--- src/hdl/scc_pkg.sv ---
// package: constants and types for the successive-approximation conversion control
package scc_pkg;
    localparam int unsigned CODE_WIDTH = 14; // result width in bits
    localparam logic [13:0] CODE_ZERO = 14'h0000; // code at zero input and underrange
    localparam logic [13:0] CODE_MID = 14'h2000; // code at half reference, msb trial
    localparam logic [13:0] CODE_FULL = 14'h3fff; // code at full scale and overrange
    localparam int unsigned CLK_PERIOD_NS = 10; // core clock period
    localparam int unsigned MIN_CYCLE_NS = 4000; // shortest cycle at 250 kSPS
    localparam int unsigned MIN_CYCLE_CLKS = (MIN_CYCLE_NS + CLK_PERIOD_NS - 1) / CLK_PERIOD_NS;
    localparam logic [3:0] BIT_MSB = 4'hd; // index of the first trial bit
    localparam logic [3:0] BIT_LSB = 4'h0; // index of the last trial bit
    localparam logic [3:0] SER_LAST = 4'hd; // last shift position of readout

    // converter phases, gray coded along acquire -> release -> hold -> search -> finish
    typedef enum logic [2:0] {
        ST_ACQUIRE = 3'b000,
        ST_RELEASE = 3'b001,
        ST_HOLD = 3'b011,
        ST_SEARCH = 3'b010,
        ST_FINISH = 3'b110
    } scc_state_type;
endpackage : scc_pkg

--- src/hdl/scc_sar_control.sv ---
// module: control logic of a 14-bit charge redistribution successive-approximation converter
module scc_sar_control (
    input wire logic core_clk_i, // conversion clock, 100 MHz
    input wire logic rst_n_i, // synchronous reset, active low
    input wire logic convert_strobe_i, // host convert strobe
    input wire logic comp_high_i, // comparator: sample above trial level
    input wire logic over_range_i, // input difference above reference
    input wire logic under_range_i, // input difference below ground
    input wire logic sclk_i, // host serial clock, sampled synchronously
    output logic positive_array_ground_switch_o, // high: comparator side grounded
    output logic negative_array_ground_switch_o, // high: comparator side grounded
    output logic array_on_input_o, // high: arrays track the inputs
    output logic [13:0] dac_bits_o, // array elements on reference
    output logic powered_o, // analog core powered
    output logic busy_o, // conversion in progress
    output logic done_o, // one-cycle conversion complete pulse
    output logic [13:0] code_o, // latest result
    output logic serial_data_o // serial data, msb first
);
    // whole state in one struct
    // the readout fields run beside the conversion fields
    typedef struct packed {
        scc_pkg::scc_state_type state; // phase
        logic strobe_d; // strobe last cycle, edge detect
        logic sclk_d; // serial clock last cycle
        logic [13:0] trial; // trial register
        logic [3:0] bit_idx; // bit under test
        logic [3:0] decisions; // decisions taken this conversion
        logic over; // overrange caught at sample
        logic under; // underrange caught at sample
        logic [13:0] code; // output code
        logic [13:0] shreg; // readout shift register
        logic [3:0] ser_cnt; // bits shifted
        logic done; // done pulse
    } scc_reg_type;

    // registered state and the value it takes at the next edge
    scc_reg_type state_reg; // current state
    scc_reg_type state_next; // next state
    // edge strobes, valid for one cycle
    logic strobe_rise; // convert edge
    logic sclk_fall; // serial clock falling edge

    // one-hot mask of a bit index, used for trial set and keep
    // shared by the search logic and the trial checks below
    function automatic logic [13:0] bit_mask(input logic [3:0] idx);
        bit_mask = 14'h0001 << idx;
    endfunction : bit_mask

    // edge detectors; both delay flops reset low, the idle level of their pins,
    // so no false edge follows reset
    assign strobe_rise = convert_strobe_i & ~state_reg.strobe_d;
    assign sclk_fall = state_reg.sclk_d & ~sclk_i;

    // next state logic; every field but the edge history and done holds unless a branch below moves it
    always_comb begin
        state_next = state_reg; // hold by default
        state_next.strobe_d = convert_strobe_i; // history for the edge detectors
        state_next.sclk_d = sclk_i;
        state_next.done = 1'b0; // done is a pulse, cleared every cycle
        // readout runs independently of the conversion phase, so the host may
        // shift a result out while the next conversion is already under way
        // after the last shift the pin keeps showing the lsb
        if (sclk_fall && state_reg.ser_cnt != scc_pkg::SER_LAST) begin
            state_next.shreg = {state_reg.shreg[12:0], 1'b0};
            state_next.ser_cnt = state_reg.ser_cnt + 4'h1;
        end
        case (state_reg.state)
            scc_pkg::ST_ACQUIRE: begin
                // edges during conversion are ignored, host must wait
                // core powered down here, arrays track the inputs
                if (strobe_rise) begin
                    state_next.state = scc_pkg::ST_RELEASE;
                end
            end
            scc_pkg::ST_RELEASE: begin
                // ground switches open first, arrays still on the inputs
                // one full cycle gap keeps the two switch moves from overlapping
                state_next.state = scc_pkg::ST_HOLD;
            end
            scc_pkg::ST_HOLD: begin
                // arrays now on ground; range flags belong to this sample
                state_next.over = over_range_i;
                state_next.under = under_range_i;
                state_next.trial = scc_pkg::CODE_MID;
                state_next.bit_idx = scc_pkg::BIT_MSB;
                // fresh decision count for this sample
                state_next.decisions = 4'h0;
                state_next.state = scc_pkg::ST_SEARCH;
            end
            scc_pkg::ST_SEARCH: begin
                // keep trial bit if comparator says above, try next lower
                // the comparator is read once per cycle, one decision each
                if (!comp_high_i) begin
                    // sample below the trial level: drop the bit
                    state_next.trial = state_reg.trial & ~bit_mask(state_reg.bit_idx);
                end
                state_next.decisions = state_reg.decisions + 4'h1;
                if (state_reg.bit_idx == scc_pkg::BIT_LSB) begin
                    // lsb decided, the search is over
                    state_next.state = scc_pkg::ST_FINISH;
                end else begin
                    // settle the current bit and raise the next lower one together
                    state_next.bit_idx = state_reg.bit_idx - 4'h1;
                    state_next.trial = (comp_high_i ? state_reg.trial
                        : state_reg.trial & ~bit_mask(state_reg.bit_idx))
                        | bit_mask(state_reg.bit_idx - 4'h1);
                end
            end
            scc_pkg::ST_FINISH: begin
                // saturate then publish; no pipeline, same sample
                // over wins when both flags are set; the front end should never
                // raise both, so the order only matters for a faulty input
                if (state_reg.over) begin
                    state_next.code = scc_pkg::CODE_FULL;
                end else if (state_reg.under) begin
                    state_next.code = scc_pkg::CODE_ZERO;
                end else begin
                    state_next.code = state_reg.trial;
                end
                // load the readout from the new code so the msb shows with done
                state_next.shreg = state_next.code;
                state_next.ser_cnt = 4'h0;
                state_next.done = 1'b1;
                state_next.state = scc_pkg::ST_ACQUIRE;
            end
            default: begin
                state_next.state = scc_pkg::ST_ACQUIRE;
            end
        endcase
    end

    // state register, synchronous reset
    // the conversion is paced by this clock alone; the serial clock is only sampled
    always_ff @(posedge core_clk_i) begin
        if (!rst_n_i) begin
            // readout counter starts exhausted so sclk edges do nothing before a result
            state_reg <= '{state: scc_pkg::ST_ACQUIRE, ser_cnt: scc_pkg::SER_LAST, default: '0};
        end else begin
            state_reg <= state_next;
        end
    end

    // outputs; switch controls decoded from the phase register
    assign positive_array_ground_switch_o = (state_reg.state == scc_pkg::ST_ACQUIRE);
    assign negative_array_ground_switch_o = (state_reg.state == scc_pkg::ST_ACQUIRE);
    // arrays stay on the inputs one cycle longer than the switches stay closed
    assign array_on_input_o = (state_reg.state == scc_pkg::ST_ACQUIRE)
        || (state_reg.state == scc_pkg::ST_RELEASE);
    // array elements only leave ground during the search
    assign dac_bits_o = (state_reg.state == scc_pkg::ST_SEARCH) ? state_reg.trial
        : scc_pkg::CODE_ZERO;
    // idle between conversions keeps the core dark, so power tracks rate
    assign powered_o = (state_reg.state != scc_pkg::ST_ACQUIRE);
    // busy mirrors the powered phases
    assign busy_o = powered_o;
    // data outputs straight from flip-flops
    assign done_o = state_reg.done;
    assign code_o = state_reg.code;
    assign serial_data_o = state_reg.shreg[13];

    // assertions; all run on the conversion clock and are off during reset
    // the strobe edge is sampled at its taking edge, done is seen 18 samples later
    // that is 17 clock cycles of conversion, far inside the 250 kSPS cycle
    property p_conv_len;
        @(posedge core_clk_i) disable iff (!rst_n_i)
        (state_reg.state == scc_pkg::ST_ACQUIRE && strobe_rise) |-> ##18 done_o;
    endproperty
    a_conv_len: assert property (p_conv_len) else $error("conversion length wrong");

    // a strobe edge in acquisition leaves acquisition on the very next cycle
    property p_start;
        @(posedge core_clk_i) disable iff (!rst_n_i)
        (state_reg.state == scc_pkg::ST_ACQUIRE && strobe_rise)
        |=> (state_reg.state == scc_pkg::ST_RELEASE) && busy_o;
    endproperty
    a_start: assert property (p_start) else $error("strobe edge ignored");

    // a running conversion is never restarted; host edges then are dropped
    property p_no_retrigger;
        @(posedge core_clk_i) disable iff (!rst_n_i)
        (state_reg.state != scc_pkg::ST_ACQUIRE)
        |=> (state_reg.state != scc_pkg::ST_RELEASE);
    endproperty
    a_no_retrigger: assert property (p_no_retrigger) else $error("conversion restarted");

    // ground switches open one cycle before the arrays leave the inputs
    property p_switch_first;
        @(posedge core_clk_i) disable iff (!rst_n_i)
        $fell(positive_array_ground_switch_o) |-> array_on_input_o ##1 !array_on_input_o;
    endproperty
    a_switch_first: assert property (p_switch_first) else $error("switch order wrong");

    // both comparator side switches move together
    property p_switch_pair;
        @(posedge core_clk_i) disable iff (!rst_n_i)
        positive_array_ground_switch_o == negative_array_ground_switch_o;
    endproperty
    a_switch_pair: assert property (p_switch_pair) else $error("ground switches disagree");

    // the first trial is half reference, msb alone on the array
    property p_msb_first;
        @(posedge core_clk_i) disable iff (!rst_n_i)
        $rose(state_reg.state == scc_pkg::ST_SEARCH) |-> dac_bits_o == scc_pkg::CODE_MID;
    endproperty
    a_msb_first: assert property (p_msb_first) else $error("msb trial wrong");

    // during search the bit under test is set and every lower bit is clear
    property p_trial_shape;
        @(posedge core_clk_i) disable iff (!rst_n_i)
        (state_reg.state == scc_pkg::ST_SEARCH)
        |-> ((dac_bits_o & bit_mask(state_reg.bit_idx)) != scc_pkg::CODE_ZERO)
        && ((dac_bits_o & (bit_mask(state_reg.bit_idx) - 14'h0001)) == scc_pkg::CODE_ZERO);
    endproperty
    a_trial_shape: assert property (p_trial_shape) else $error("trial word malformed");

    // each decision above the lsb is kept exactly when the comparator said above
    // checked on the word one cycle later, where the kept bit shows on the array
    property p_keep;
        @(posedge core_clk_i) disable iff (!rst_n_i)
        (state_reg.state == scc_pkg::ST_SEARCH && state_reg.bit_idx != scc_pkg::BIT_LSB)
        |=> ((dac_bits_o & bit_mask($past(state_reg.bit_idx))) != scc_pkg::CODE_ZERO)
            == $past(comp_high_i);
    endproperty
    a_keep: assert property (p_keep) else $error("trial bit decision wrong");

    // exactly fourteen decisions before the result is published
    property p_fourteen;
        @(posedge core_clk_i) disable iff (!rst_n_i)
        done_o |-> state_reg.decisions == 4'he;
    endproperty
    a_fourteen: assert property (p_fourteen) else $error("decision count wrong");

    // the result appears back in acquisition with the core idle
    property p_done_acq;
        @(posedge core_clk_i) disable iff (!rst_n_i)
        done_o |-> !busy_o && positive_array_ground_switch_o;
    endproperty
    a_done_acq: assert property (p_done_acq) else $error("not back in acquisition");

    // completion is a single cycle pulse
    property p_done_pulse;
        @(posedge core_clk_i) disable iff (!rst_n_i)
        done_o |=> !done_o;
    endproperty
    a_done_pulse: assert property (p_done_pulse) else $error("done longer than one cycle");

    // the code only moves with done, so a read always sees one whole sample
    property p_code_hold;
        @(posedge core_clk_i) disable iff (!rst_n_i)
        !done_o |-> $stable(code_o);
    endproperty
    a_code_hold: assert property (p_code_hold) else $error("code changed without done");

    // range flags caught in hold override the search, seen 16 samples later
    // a sample flagged both ways counts as over
    property p_over;
        @(posedge core_clk_i) disable iff (!rst_n_i)
        (state_reg.state == scc_pkg::ST_HOLD && over_range_i)
        |-> ##16 code_o == scc_pkg::CODE_FULL;
    endproperty
    a_over: assert property (p_over) else $error("overrange not saturated");
    property p_under;
        @(posedge core_clk_i) disable iff (!rst_n_i)
        (state_reg.state == scc_pkg::ST_HOLD && under_range_i && !over_range_i)
        |-> ##16 code_o == scc_pkg::CODE_ZERO;
    endproperty
    a_under: assert property (p_under) else $error("underrange not saturated");

    // the core goes dark right after completion unless a new strobe arrives
    // checked one cycle on only, where power may return if a strobe edge came with done
    property p_power;
        @(posedge core_clk_i) disable iff (!rst_n_i)
        done_o |-> !powered_o ##1 (!powered_o || $past(strobe_rise));
    endproperty
    a_power: assert property (p_power) else $error("core not powered down");

    // the msb of the new code is on the serial pin as soon as done shows
    property p_serial_msb;
        @(posedge core_clk_i) disable iff (!rst_n_i)
        done_o |-> serial_data_o == code_o[13];
    endproperty
    a_serial_msb: assert property (p_serial_msb) else $error("serial msb wrong");

    // main scenarios for coverage
    c_conv: cover property (@(posedge core_clk_i) done_o);
    c_over: cover property (@(posedge core_clk_i) done_o && code_o == scc_pkg::CODE_FULL);
    c_mid: cover property (@(posedge core_clk_i) done_o && code_o == scc_pkg::CODE_MID);
    c_under: cover property (@(posedge core_clk_i) done_o && code_o == scc_pkg::CODE_ZERO);
    c_retrigger: cover property (@(posedge core_clk_i)
        state_reg.state == scc_pkg::ST_SEARCH && strobe_rise);
endmodule : scc_sar_control

--- config.mk ---
export PLATFORM = sky130hd
export DESIGN_NAME = scc_sar_control
export DESIGN_NICKNAME = d
export VERILOG_FILES = /design/src/hdl/scc_pkg.sv /design/src/hdl/scc_sar_control.sv
export SDC_FILE = /design/constraint.sdc
export NUM_CORES = 1
export LEC_CHECK = 0
export BUFFER_PORTS_ARGS = -buffer_cell sky130_fd_sc_hd__buf_2
export CAP_MARGIN = 10
export CORE_UTILIZATION = 55
export CTS_BUF_LIST = sky130_fd_sc_hd__clkbuf_4 sky130_fd_sc_hd__clkbuf_8
export DETAILED_ROUTE_END_ITERATION = 16
export PLACE_DENSITY = 0.85
export SLEW_MARGIN = 20
export SYNTH_ARGS = -nofsm -noshare
export SYNTH_HDL_FRONTEND = slang
export SYNTH_SLANG_ARGS = --single-unit
--- constraint.sdc ---
create_clock -name core_clk_i -period 2 [get_ports core_clk_i]
set_input_delay 0.4 -clock core_clk_i [delete_from_list [all_inputs] [get_ports core_clk_i]]
set_output_delay 0.4 -clock core_clk_i [all_outputs]
set_load 0.01 [all_outputs]
# Word-level counts from Yosys, hierarchy flattened
# Cells that the tools add are included.
dict set report classes {
  n_addsub 3
  eq_ne 8
  shift 2
  muxes 11
  bitwise_logic 8
  reduce_logical 10
}
# cell n
set ops {}
lappend ops {{$mux W14} 4}
lappend ops {{$pmux W22 S2} 1}
lappend ops {{$mux W18} 2}
lappend ops {{$shl A1 B4 Y14 const A} 2}
lappend ops {{$mux W19} 1}
lappend ops {{$and A14 B14 Y14} 1}
lappend ops {{$not A14 Y14} 1}
lappend ops {{$or A14 B14 Y14} 1}
lappend ops {{$pmux W3 S4} 1}
lappend ops {{$add A4 B1 Y4 const B} 2}
lappend ops {{$eq A3 B2 Y1 const B} 2}
lappend ops {{$mux W3} 2}
lappend ops {{$logic_not A4 Y1} 1}
lappend ops {{$ne A2 B2 Y1 const B} 2}
lappend ops {{$ne A4 B4 Y1 const B} 1}
lappend ops {{$reduce_and A2 Y1} 2}
lappend ops {{$reduce_bool A2 Y1} 2}
lappend ops {{$sub A4 B1 Y4 const B} 1}
lappend ops {{$eq A3 B1 Y1 const B} 1}
lappend ops {{$eq A3 B3 Y1 const B} 1}
lappend ops {{$logic_not A3 Y1} 1}
lappend ops {{$not A1 Y1} 3}
lappend ops {{$reduce_bool A3 Y1} 1}
lappend ops {{$and A1 B1 Y1} 2}
lappend ops {{other kinds (4)} 4}
dict set report word_totals {
  regBits 62
  output_inout_bits 35
  wordCells 55
}

# Logic depth before layout (Yosys ltp)
# Gate-level depths: netlist of the first run.
dict set report logic_depth {
  word_depth 7
  mapped_depth 7
  mapped_depth_nobuf 5
}

# Worst setup path after synthesis of the first run
# No wires, ideal clock.
dict set report synth_timing {
  path_kind {register to output}
  start {register state_reg[60] in the netlist's numbering}
  end {output port dac_bits_o[10]}
  arrival_ps 1202
  t_required_ps 1600
  slack_ps 398
  path_stages_with_launch 5
  path_cell_list {dfxtp_1 -> buf_2 -> nor3b_2 -> clkbuf_1 -> and2_1}
}
dict set report synth_between {
  elab_chain_cells 2
}
# item line
set synth_lines {}
lappend synth_lines {{start, declared} scc_sar_control.sv:38} ;# scc_reg_type state_reg;
lappend synth_lines {{start signal, assigned} scc_sar_control.sv:140} ;# state_reg <= state_next;
lappend synth_lines {{$eq A3 B2 Y1} scc_sar_control.sv:151} ;# assign dac_bits_o = (state_reg.state == scc_pkg::ST_SEARCH) ? state_reg.trial
lappend synth_lines {{$mux W14} scc_sar_control.sv:151}
lappend synth_lines {{end, declared} scc_sar_control.sv:13} ;# output logic [13:0] dac_bits_o,
# No other way between the ends.

# Worst setup path after layout of the first run
dict set report layout_timing {
  start {register state_reg[59] in the netlist's numbering}
  end {output port dac_bits_o[3]}
}
# Same word-level chain as after synthesis.

==> results of run 1 <==
[power by group through the flow]
| stage | clock (mW) | sequential [mW] | combinational, mW |
|---|---|---|---|
| 5_1_grt | 1.37 | 1.22 | 0.224 |
| 2_1_floorplan | 0 | 1.22 | 0.180 |
| 4_1_cts | 1.33 | 1.22 | 0.201 |
| 3_3_place_gp | 0 | 1.24 | 0.197 |
| 3_5_place_dp | 0 | 1.24 | 0.200 |
| 6_report | 1.31 | 1.22 | 0.202 |
[cell type report]
| cell class | count | area [sq um] | share of cell area |
|---|---|---|---|
| Multi-Input combinational cell | 223 | 1331 | 0.4318 |
| Clock buffer | 9 | 123.9 | 0.04018 |
| Inverter | 3 | 11.26 | 0.003653 |
| Clock inverter | 7 | 117.6 | 0.03815 |
| Timing Repair Buffer | 47 | 250.2 | 0.08117 |
| Tap cell | 67 | 83.83 | 0.02719 |
| Sequential cell | 58 | 1165 | 0.3778 |
[final timing paths]
| kind | slack [ns] | depth (start not counted) | from | end |
|---|---|---|---|---|
| min | 0.28 | 2 | convert_strobe_i | state_reg[58]$_SDFF_PN0_ |
| min reg2reg | 0.46 | 2 | code_o[6]$_SDFFE_PN0P_ | code_o[6]$_SDFFE_PN0P_ |
| max | 0.13 | 4 | state_reg[59]$_SDFFE_PN0P_ | dac_bits_o[3] |
| max reg2reg | 0.34 | 3 | state_reg[59]$_SDFFE_PN0P_ | state_reg[15]$_SDFFE_PN0P_ |
[cells in the final DEF, fill, tap and decap left out, types with 2 or more instances in the layout]
cell type   instances
nand2b_1            2
nor2_1             34
o211ai_1            3
nand3_1             2
a21oi_1            19
a32o_1             10
dfxtp_1            57
clkinvlp_4          3
and3b_1             5
bufinv_16           3
o21ai_1            10
or3_1               2
buf_2              41
and2_1             19
a31oi_1            13
nand3b_1            2
buf_4               6
nand2_1            25
ha_1                2
a211oi_1            4
a21boi_1            6
o21ai_0            23
nor2b_1            19
inv_1               3
nor3b_1             4
a221o_1             2
clkbuf_8            9
and3_1              2
and4bb_1            2
[kinds of logic after synthesis]
family                     Yosys count  synth area share
AOI/OAI and AO/OA                   97            0.2251
adders and majority gates            2          0.009131
buffers and inverters               45           0.09041
DFF                                 58            0.4237
and+or+nand+nor                    124            0.2516
[per-stage QoR]
stage | power (mW) | setup slack [ns] | hold slack (ns) | instance area (sq um)
finish | 2.732 | 0.1268 | 0.2762 | 3083
global route | 2.817 | 0.02991 | 0.2914 | 3083
CTS | 2.746 | 0.1272 | 0.2694 | 3080
detailed placement | 1.442 | 0.3735 | 0.4516 | 2838
global placement | 1.437 | 0.3987 | 0.4428 | 2838
floorplan | 1.396 | 0.3985 | 0.4354 | 2740
[per-layer routing]
metal / track usage / share of wire / vias to the layer above
li1: - / - / 1153
met1: 0.2761 / 0.45 / 1063
met2: 0.3801 / 0.49 / 59
met3: 0.04144 / 0.039 / 14
met4: 0.1460 / 0.025 / 0
met5: 0 / 0 / -
[repair_timing]
action / in CTS / in global routing
endpoints found under the setup margin: 3 / 1
hold endpoints to repair: 0 / 0
pin swaps: 0 / 0
gates resized for setup: 1 / 1
hold buffers: 0 / 0
[worst register-to-register path, cell delays in order, from the launching register on]
cell       delay, ns
dfxtp_1         0.42
nand4bb_1       0.51
o21ai_0         0.50
a21oi_1         0.09
==> impl_results.md, run 1 <==
* Synthesis-stage register bit count at 58
* Syn Inst Count at 326
* Fmax achieved at about 0.53 GHz
* Post-synth EDFFs at 0
* CTS tree: built
* Clock share of power at 0.481
* Worst Setup End Kind: output port
* CTS buffer count at 9
* Core Rows at 25
* Rel. slew slack at 0.6156
* Max Cap Viol at 0
* Most used flip-flop cell after synthesis: dfxtp_1
* Register area share after synthesis at 0.4237
* Top Family by Delay on Critical Path: flip-flops
* Commonest cells in the netlist: dfxtp_1 (58), nor2_1 (34), nand2_1 (25)
* Critical path's slowest cell: dfxtp_1
* Antenna viol nets, final at 0
* Max reg flops at 42
* P_sw at 0.6513 mW
* Sequential share of power at 0.445
* H-Tree Depth at 3
* Combinational power share at 0.074
* Min Tclk post-route at 1.873 ns
* VDD IR max at between 0.0006 and 0.0007 V
* Setup TNS at 0 ns
* Yosys warns at 0
* Worst Path Required at 1.60 ns
* Number of instances in the placed design at 398
* PwrDens at roughly 890 nW/um^2
* WP buf/inv at 2
* Most frequent cell after synthesis: dfxtp_1
* Number of buffers added for setup after CTS at 0
* Netlist cell types at 40
* First-pass DRT Iterations at 4
* # DRC at 0
* Sw frac at 0.2384
* IO Pins at 42
* Status: finished, final reports clean
* Cell Area, Synth at 2740 sq um
* Final #Nets at approximately 350
* IO buf count at 41
* Lkg Pwr at 1.282 nW
* CP max stage delay at 0.55 ns
* GRT overflow at 0
* Tcrit/Tclk final at 0.9366
* Clock Skew at 0.006775 ns
* Crit path kind: flip-flop to output port
* Die width at 72.59 um
* Final core utilization at 0.6484
* CTS root buf: clkbuf_8
* Synth top area share at 0.4237
* Synth area leader: dfxtp_1
* Async S/R FF share, synth at 0
* Non-Filler Instances at 414
* Area growth syn-to-layout at 12.51%
* Share of layout cells above drive strength 1 at 0.1902
* Final Max Slew Viols at 0
* DR iter-0 viols at 151
* Pin count of the biggest net entering global routing at 37
* CP Launch Type: flip-flop
* First-pass GRT wire length at 9259 um
* Crit Path Max Fanout at 16
* Chip height at just over 70 um
* Min-delay worst type: primary input to flip-flop
* Initial Util at 0.5763
* Critical path, cell by cell: nor3b_2, buf_4, and2_1, buf_2
* Clk_lat worst skew at around 0.34 ns
* Mean Syn Cell Area at 8.405 sq um
* Vias/cell at 5.529
* Maximum buffer depth of the clock tree at 2
* Slew @ Worst Pin at 0.5722 ns
* Top post-synthesis cells by area: dfxtp_1 (42%), buf_4 (4.7%), nor2_1 (4.7%)
* Initial antenna violation count at 0
* Setup violators final at 0
* DR WL/cell at roughly 14 um
* Core area at 4755 sq um
* CTS sink count at 58
* Final Hold Vio Count at 0
* Power Internal at 2.081 mW
* WP data arrival at between 1 and 1.5 ns
* Die area at 5269 sq um
* Total wire length at between 5000 and 6000 um
* RSZ-0062 raised after global routing: no
* Inserted Diodes at 0
* Post-synth net total at 335
* GPL Wtd Cong at a little over 0.8
* Detailed Place HPWL at 3941 um
* Via count at 2289
* Total GRT Usage at 0.2299
* Fill cells at roughly 420
* Vias in the first global route at a little over 2000
* Worst-path clk slew at 0.07 ns
Power figures use the tool's default switching activity.
==> inputs of run 2 (changes only) <==
==> constraint.sdc (replaced) <==
create_clock -name core_clk_i -period 2 [get_ports core_clk_i]
set_input_delay 0.4 -clock core_clk_i [delete_from_list [all_inputs] [get_ports core_clk_i]]
set_output_delay 0.4 -clock core_clk_i [all_outputs]
set_load 0.05 [all_outputs]
==> run 2 against run 1 <==
  * Die area unchanged
  * Core utilization grew 0.58 points
  * Clock power fell by 17%
  * Critical path depth stayed put
  * Non-clock buffer count increased by 2
  * Largest power group is now sequential cells
==> impl_results.md, run 2 (synthesis results as in run 1) <==
* Status: finished, final reports clean
* Final core utilization at 0.6542
* CP Launch Type: flip-flop
* Top Family by Delay on Critical Path: buffers and inverters
* Final Hold Vio Count at 0
* Lkg Pwr at 1.276 nW
* CTS buffer count at 9
* Tcrit/Tclk final at 0.9653
* Worst Min Path Start: convert_strobe_i
* WP data arrival at 1.53 ns
* Vias in the first global route at between 2000 and 2500
* Critical path's slowest cell: dfxtp_2
* Min Tclk post-route at 1.931 ns
* Die area at 5269 sq um
* CP max stage delay at 0.39 ns
* Setup violators final at 0
* Clk_lat worst skew at 0.34 ns
* Worst Path Required at 1.60 ns
* Fin Hold WS at approximately 0.28 ns
* Slew @ Worst Pin at between 0.5 and 0.6 ns
* GRT overflow at 0
* DR iter-0 viols at 204
* Rel. slew slack at 0.6219
* CTS root buf: clkbuf_8
* Critical path, cell by cell: nor3b_4, buf_4, and2_1, buf_2
* Most frequent cells in the layout: dfxtp_1 (56), nor2_1 (34), buf_2 (28)
* Fmax achieved at 0.5180 GHz
* Register area at 1164 sq um
* DR WL/cell at about 14 um
* Pin count of the biggest net entering global routing at 37
* WP buf/inv at 2
* Detailed Place HPWL at 3947 um
* Worst-path clk slew at about 0.060 ns
* First-pass DRT Iterations at 5
* Critical Path Start: state_reg[59]$_SDFFE_PN0P_
* Core Rows at 25
* Area growth syn-to-layout at 13.52%
* CTS tree: built
* # DRC at 0
* Via count at between 2000 and 2500
* Die width at 72.59 um
* Antenna viol nets, final at 0
* Initial Util at 0.5763
* First-pass GRT wire length at 9818 um
* GPL Wtd Cong at ~0.89
* H-Tree Depth at 3
* Min-delay worst type: primary input to flip-flop
* Final #Nets at 353
* Crit path kind: flip-flop to output port
* Core area at 4755 sq um
* Chip height at 72.59 um
* Commonest non-fill, non-tap cell in the layout: dfxtp_1
* Hold buffer count at cts at 0
* Inserted Diodes at 0
* DP Worst Slack at 0.2314 ns
* Clock Skew at 0.008519 ns
* Total GRT Usage at 0.2454
* VDD IR max at 0.0005840 V
* Worst Setup End Kind: output port
* Final Max Slew Viols at 0
* Critical R2R Launch: state_reg[2]$_SDFFE_PP0N_
* Share of layout cells above drive strength 1 at 0.2034
* Maximum buffer depth of the clock tree at 2
* PwrDens at around 840 nW/um^2
* CTS sink count at 58
* Multi-input logic area at 1343 sq um
* Crit Path Max Fanout at 13
* IO Pins at 42
* Fill cells at 399
* Total wire length at 5842 um
* Final worst slack at 0.06945 ns
* Vias/cell at between 5 and 6
* Initial antenna violation count at 0
* Max reg flops at 42
* IO buf count at 41
* Max Cap Viol at 0
## run 2: cell count changes in the layout (fill, tap and decap cells not counted), moves of 2 or more
cell       previous run  this run
buf_2                41        28
buf_4                 6        14
bufinv_16             3         1
clkbuf_4              0         6
clkbuf_8              9        11
clkinv_2              1         3
dfxtp_2               0         2
## run 2: path summary, 6_finish.rpt
kind / slack, ns / end / depth (start not counted)
setup / recovery: 0.07 / dac_bits_o[13] / 4
hold / removal: 0.28 / state_reg[58]$_SDFF_PN0_ / 2
setup reg to reg: 0.32 / state_reg[1]$_SDFFE_PN1P_ / 5
hold reg to reg: 0.46 / code_o[0]$_SDFFE_PN0P_ / 2
## run 2: timing repair
item / 4_1_cts / 5_1_grt
pin swaps: 1 / 0
hold endpoints to repair: 0 / 0
gates resized for setup: 8 / 9
setup buffers: 1 / 0
endpoints found under the setup margin: 10 / 15
cloned: 0 / 0
## run 2: layout make-up
cell class | count | share of cell area
clock buffer | 11 | 0.04867
clock inverter | 5 | 0.01689
inverter | 3 | 0.004827
multi-input combinational | 223 | 0.4316
sequential | 58 | 0.3741
tap | 67 | 0.02695
timing repair buffer | 49 | 0.09694
## run 2: per-layer routing
metal,GRT usage,up-vias,share of wire
met4,0.08497,0,0.0099
li1,-,1164,-
met3,0.09807,8,0.062
met2,0.3842,82,0.49
met5,0,-,0
met1,0.3068,1102,0.44
## run 2: power breakdown
| group | leakage [nW] | switching, mW | internal [mW] |
|---|---|---|---|
| logic | 0.702 | 0.209 | 0.0906 |
| registers | 0.469 | 0.0347 | 1.18 |
| clock network | 0.105 | 0.450 | 0.636 |
## run 2: metrics by stage
stage                     setup TNS, ns  power, mW  instance area, sq um  instances
after detailed placement              0      1.526                  2854        399
after floorplan                       0      1.478                  2749        326
after global routing           -0.04574      2.722                  3110        416
after CTS                             0      2.616                  3084        416
after global placement                0      1.522                  2854        399
final                                 0      2.600                  3110        416
==> inputs of run 3 (changes only) <==
==> constraint.sdc (replaced) <==
create_clock -name core_clk_i -period 2 [get_ports core_clk_i]
set_input_delay 0.2 -clock core_clk_i [delete_from_list [all_inputs] [get_ports core_clk_i]]
set_output_delay 0.2 -clock core_clk_i [all_outputs]
set_load 0.05 [all_outputs]
==> run 3 against run 2 <==
  * Routed wire length fell by 0.41%
  * Die area did not move
  * Count of clock-buffer cells in the layout fell by 2
  * Worst hold slack got worse by 0.21 ns
  * Cell count fell by 0.72%
  * Clock power rose by 20%
  * Critical path depth did not move
==> impl_results.md, run 3 (synthesis results as in run 1) <==
* Chip height at 72.59 um
* CTS buffer count at 9
* Antenna viol nets, final at 0
* GRT overflow at 0
* Crit path kind: flip-flop to output port
* IO Pins at 42
* Status: finished, final reports clean
* Area of placed instances at 2834 sq um
* First-pass GRT wire length at 9591 um
* Vias in the first global route at 2072
* Slew @ Worst Pin at between 0.5 and 0.6 ns
* DR iter-0 viols at about 200
* Core area at ~4800 sq um
* Combinational power share at 0.099
* Max Cap Viol at 0
* CTS tree: built
* Post-CTS sizing at 1
* CTS root buf: clkbuf_8
* Final #Nets at 350
* IO buf count at 41
* Initial antenna violation count at 0
* WP data arrival at 1.69 ns
* WP buf/inv at 2
* Vias/cell at 5.630
* Power Internal at 2.085 mW
* Rel. slew slack at 0.6029
* Sequential share of power at 0.435
* Sw frac at 0.2578
* Post-Layout Inst Area at 3084 sq um
* Min-delay worst type: primary input to flip-flop
* Critical path, cell by cell: nor3b_4, buf_4, and2_1, buf_2
* P_sw at 0.7241 mW
* First-pass DRT Iterations at 5
* Initial Util at 0.5763
* RSZ-0062 raised after global routing: no
* Clk_lat worst skew at 0.35 ns
* CTS sink count at 58
* Via count at 2325
* # DRC at 0
* Number of instances in the placed design at 397
* Total wire length at a little under 6000 um
* Setup TNS at 0 ns
* Die area at 5269 sq um
* Worst Path Required at 1.80 ns
* Final core utilization at 0.6487
* Maximum buffer depth of the clock tree at 2
* Clock share of power at 0.465
* Share of layout cells above drive strength 1 at 0.1936
* Inserted Diodes at 0
* PwrDens at roughly 910 nW/um^2
* Most frequent cells in the layout: dfxtp_1 (56), buf_2 (41), nor2_1 (34)
* Tcrit/Tclk final at 0.9447
* Core Rows at 25
* Final Max Slew Viols at 0
* Detailed Place HPWL at between 3000 and 4000 um
* Hold buffer count at cts at 0
* CP Launch Type: flip-flop
* Die width at 72.59 um
* Non-Filler Instances at 413
* Number of buffers added for setup after CTS at 0
* Final Hold Vio Count at 0
* Area growth syn-to-layout at 12.56%
* CP max stage delay at around 0.45 ns
* Commonest non-fill, non-tap cell in the layout: dfxtp_1
* Fmax achieved at around 0.53 GHz
* H-Tree Depth at 3
* Lkg Pwr at between 1 and 1.5 nW
* GPL Wtd Cong at approximately 0.88
* Max reg flops at 42
* Min Tclk post-route at 1.889 ns
* VDD IR max at 0.0008046 V
* Worst-path clk slew at about 0.070 ns
* Clock Skew at 0.007915 ns
* Total GRT Usage at 0.2404
* Crit Path Max Fanout at 13
* Setup violators final at 0
* DR WL/cell at between 10 and 15 um
* Worst Setup End Kind: output port
* Top Family by Delay on Critical Path: buffers and inverters
* Pin count of the biggest net entering global routing at 37
* Critical path's slowest cell: dfxtp_1
## run 3: cell count changes in the layout (fill, tap and decap cells not counted)
cell        change
clkinvlp_4      -1
buf_6           -1
or3_4           -1
bufinv_16       +2
clkbuf_4        -6
clkinv_2        -1
clkinv_4        +2
buf_4           -9
buf_2          +13
clkbuf_8        -2
or3_1           +1
## run 3: per-layer routing
| layer | vias to the layer above | wire length [um] | GRT usage |
|---|---|---|---|
| met1 | 1090 | 2599 | 0.2952 |
| met4 | 0 | 121 | 0.1307 |
| met3 | 11 | 281 | 0.06768 |
| met5 | - | 0 | 0 |
| met2 | 63 | 2814 | 0.3821 |
| li1 | 1161 | - | - |
## run 3: cell type report
| type | count | area [sq um] |
|---|---|---|
| Fill cell | 400 | 1670 |
| Multi-Input combinational cell | 223 | 1338 |
| Clock buffer | 9 | 123.9 |
| Sequential cell | 58 | 1164 |
| Timing Repair Buffer | 46 | 242.7 |
| Clock inverter | 7 | 117.6 |
| Tap cell | 67 | 83.83 |
| Inverter | 3 | 15.01 |
## run 3: through the flow
stage / setup slack, ns / total power, mW / hold WS [ns]
global route: 0.005794 / 2.902 / 0.08710
finish: 0.1106 / 2.809 / 0.06672
CTS: 0.03347 / 2.823 / 0.05347
floorplan: 0.03458 / 1.473 / 0.3217
detailed placement: 0.3221 / 1.518 / 0.4242
global placement: 0.3654 / 1.513 / 0.4231
## run 3: final timing paths
path,startpoint,slack [ns],to,cells past startpoint
worst max-delay path,state_reg[59]$_SDFFE_PN0P_,0.11,dac_bits_o[12],4
worst min-delay path,convert_strobe_i,0.07,state_reg[58]$_SDFF_PN0_,2
worst max register to register,state_reg[2]$_SDFFE_PP0N_,0.30,state_reg[1]$_SDFFE_PN1P_,5
worst min register to register,code_o[0]$_SDFFE_PN0P_,0.46,code_o[0]$_SDFFE_PN0P_,2
## run 3: power by group through the flow
stage	Combinational [mW]	Sequential (mW)	Clock [mW]
2_1_floorplan	0.256	1.22	0
3_3_place_gp	0.271	1.24	0
3_5_place_dp	0.274	1.24	0
4_1_cts	0.276	1.22	1.33
5_1_grt	0.301	1.23	1.37
6_report	0.279	1.22	1.31
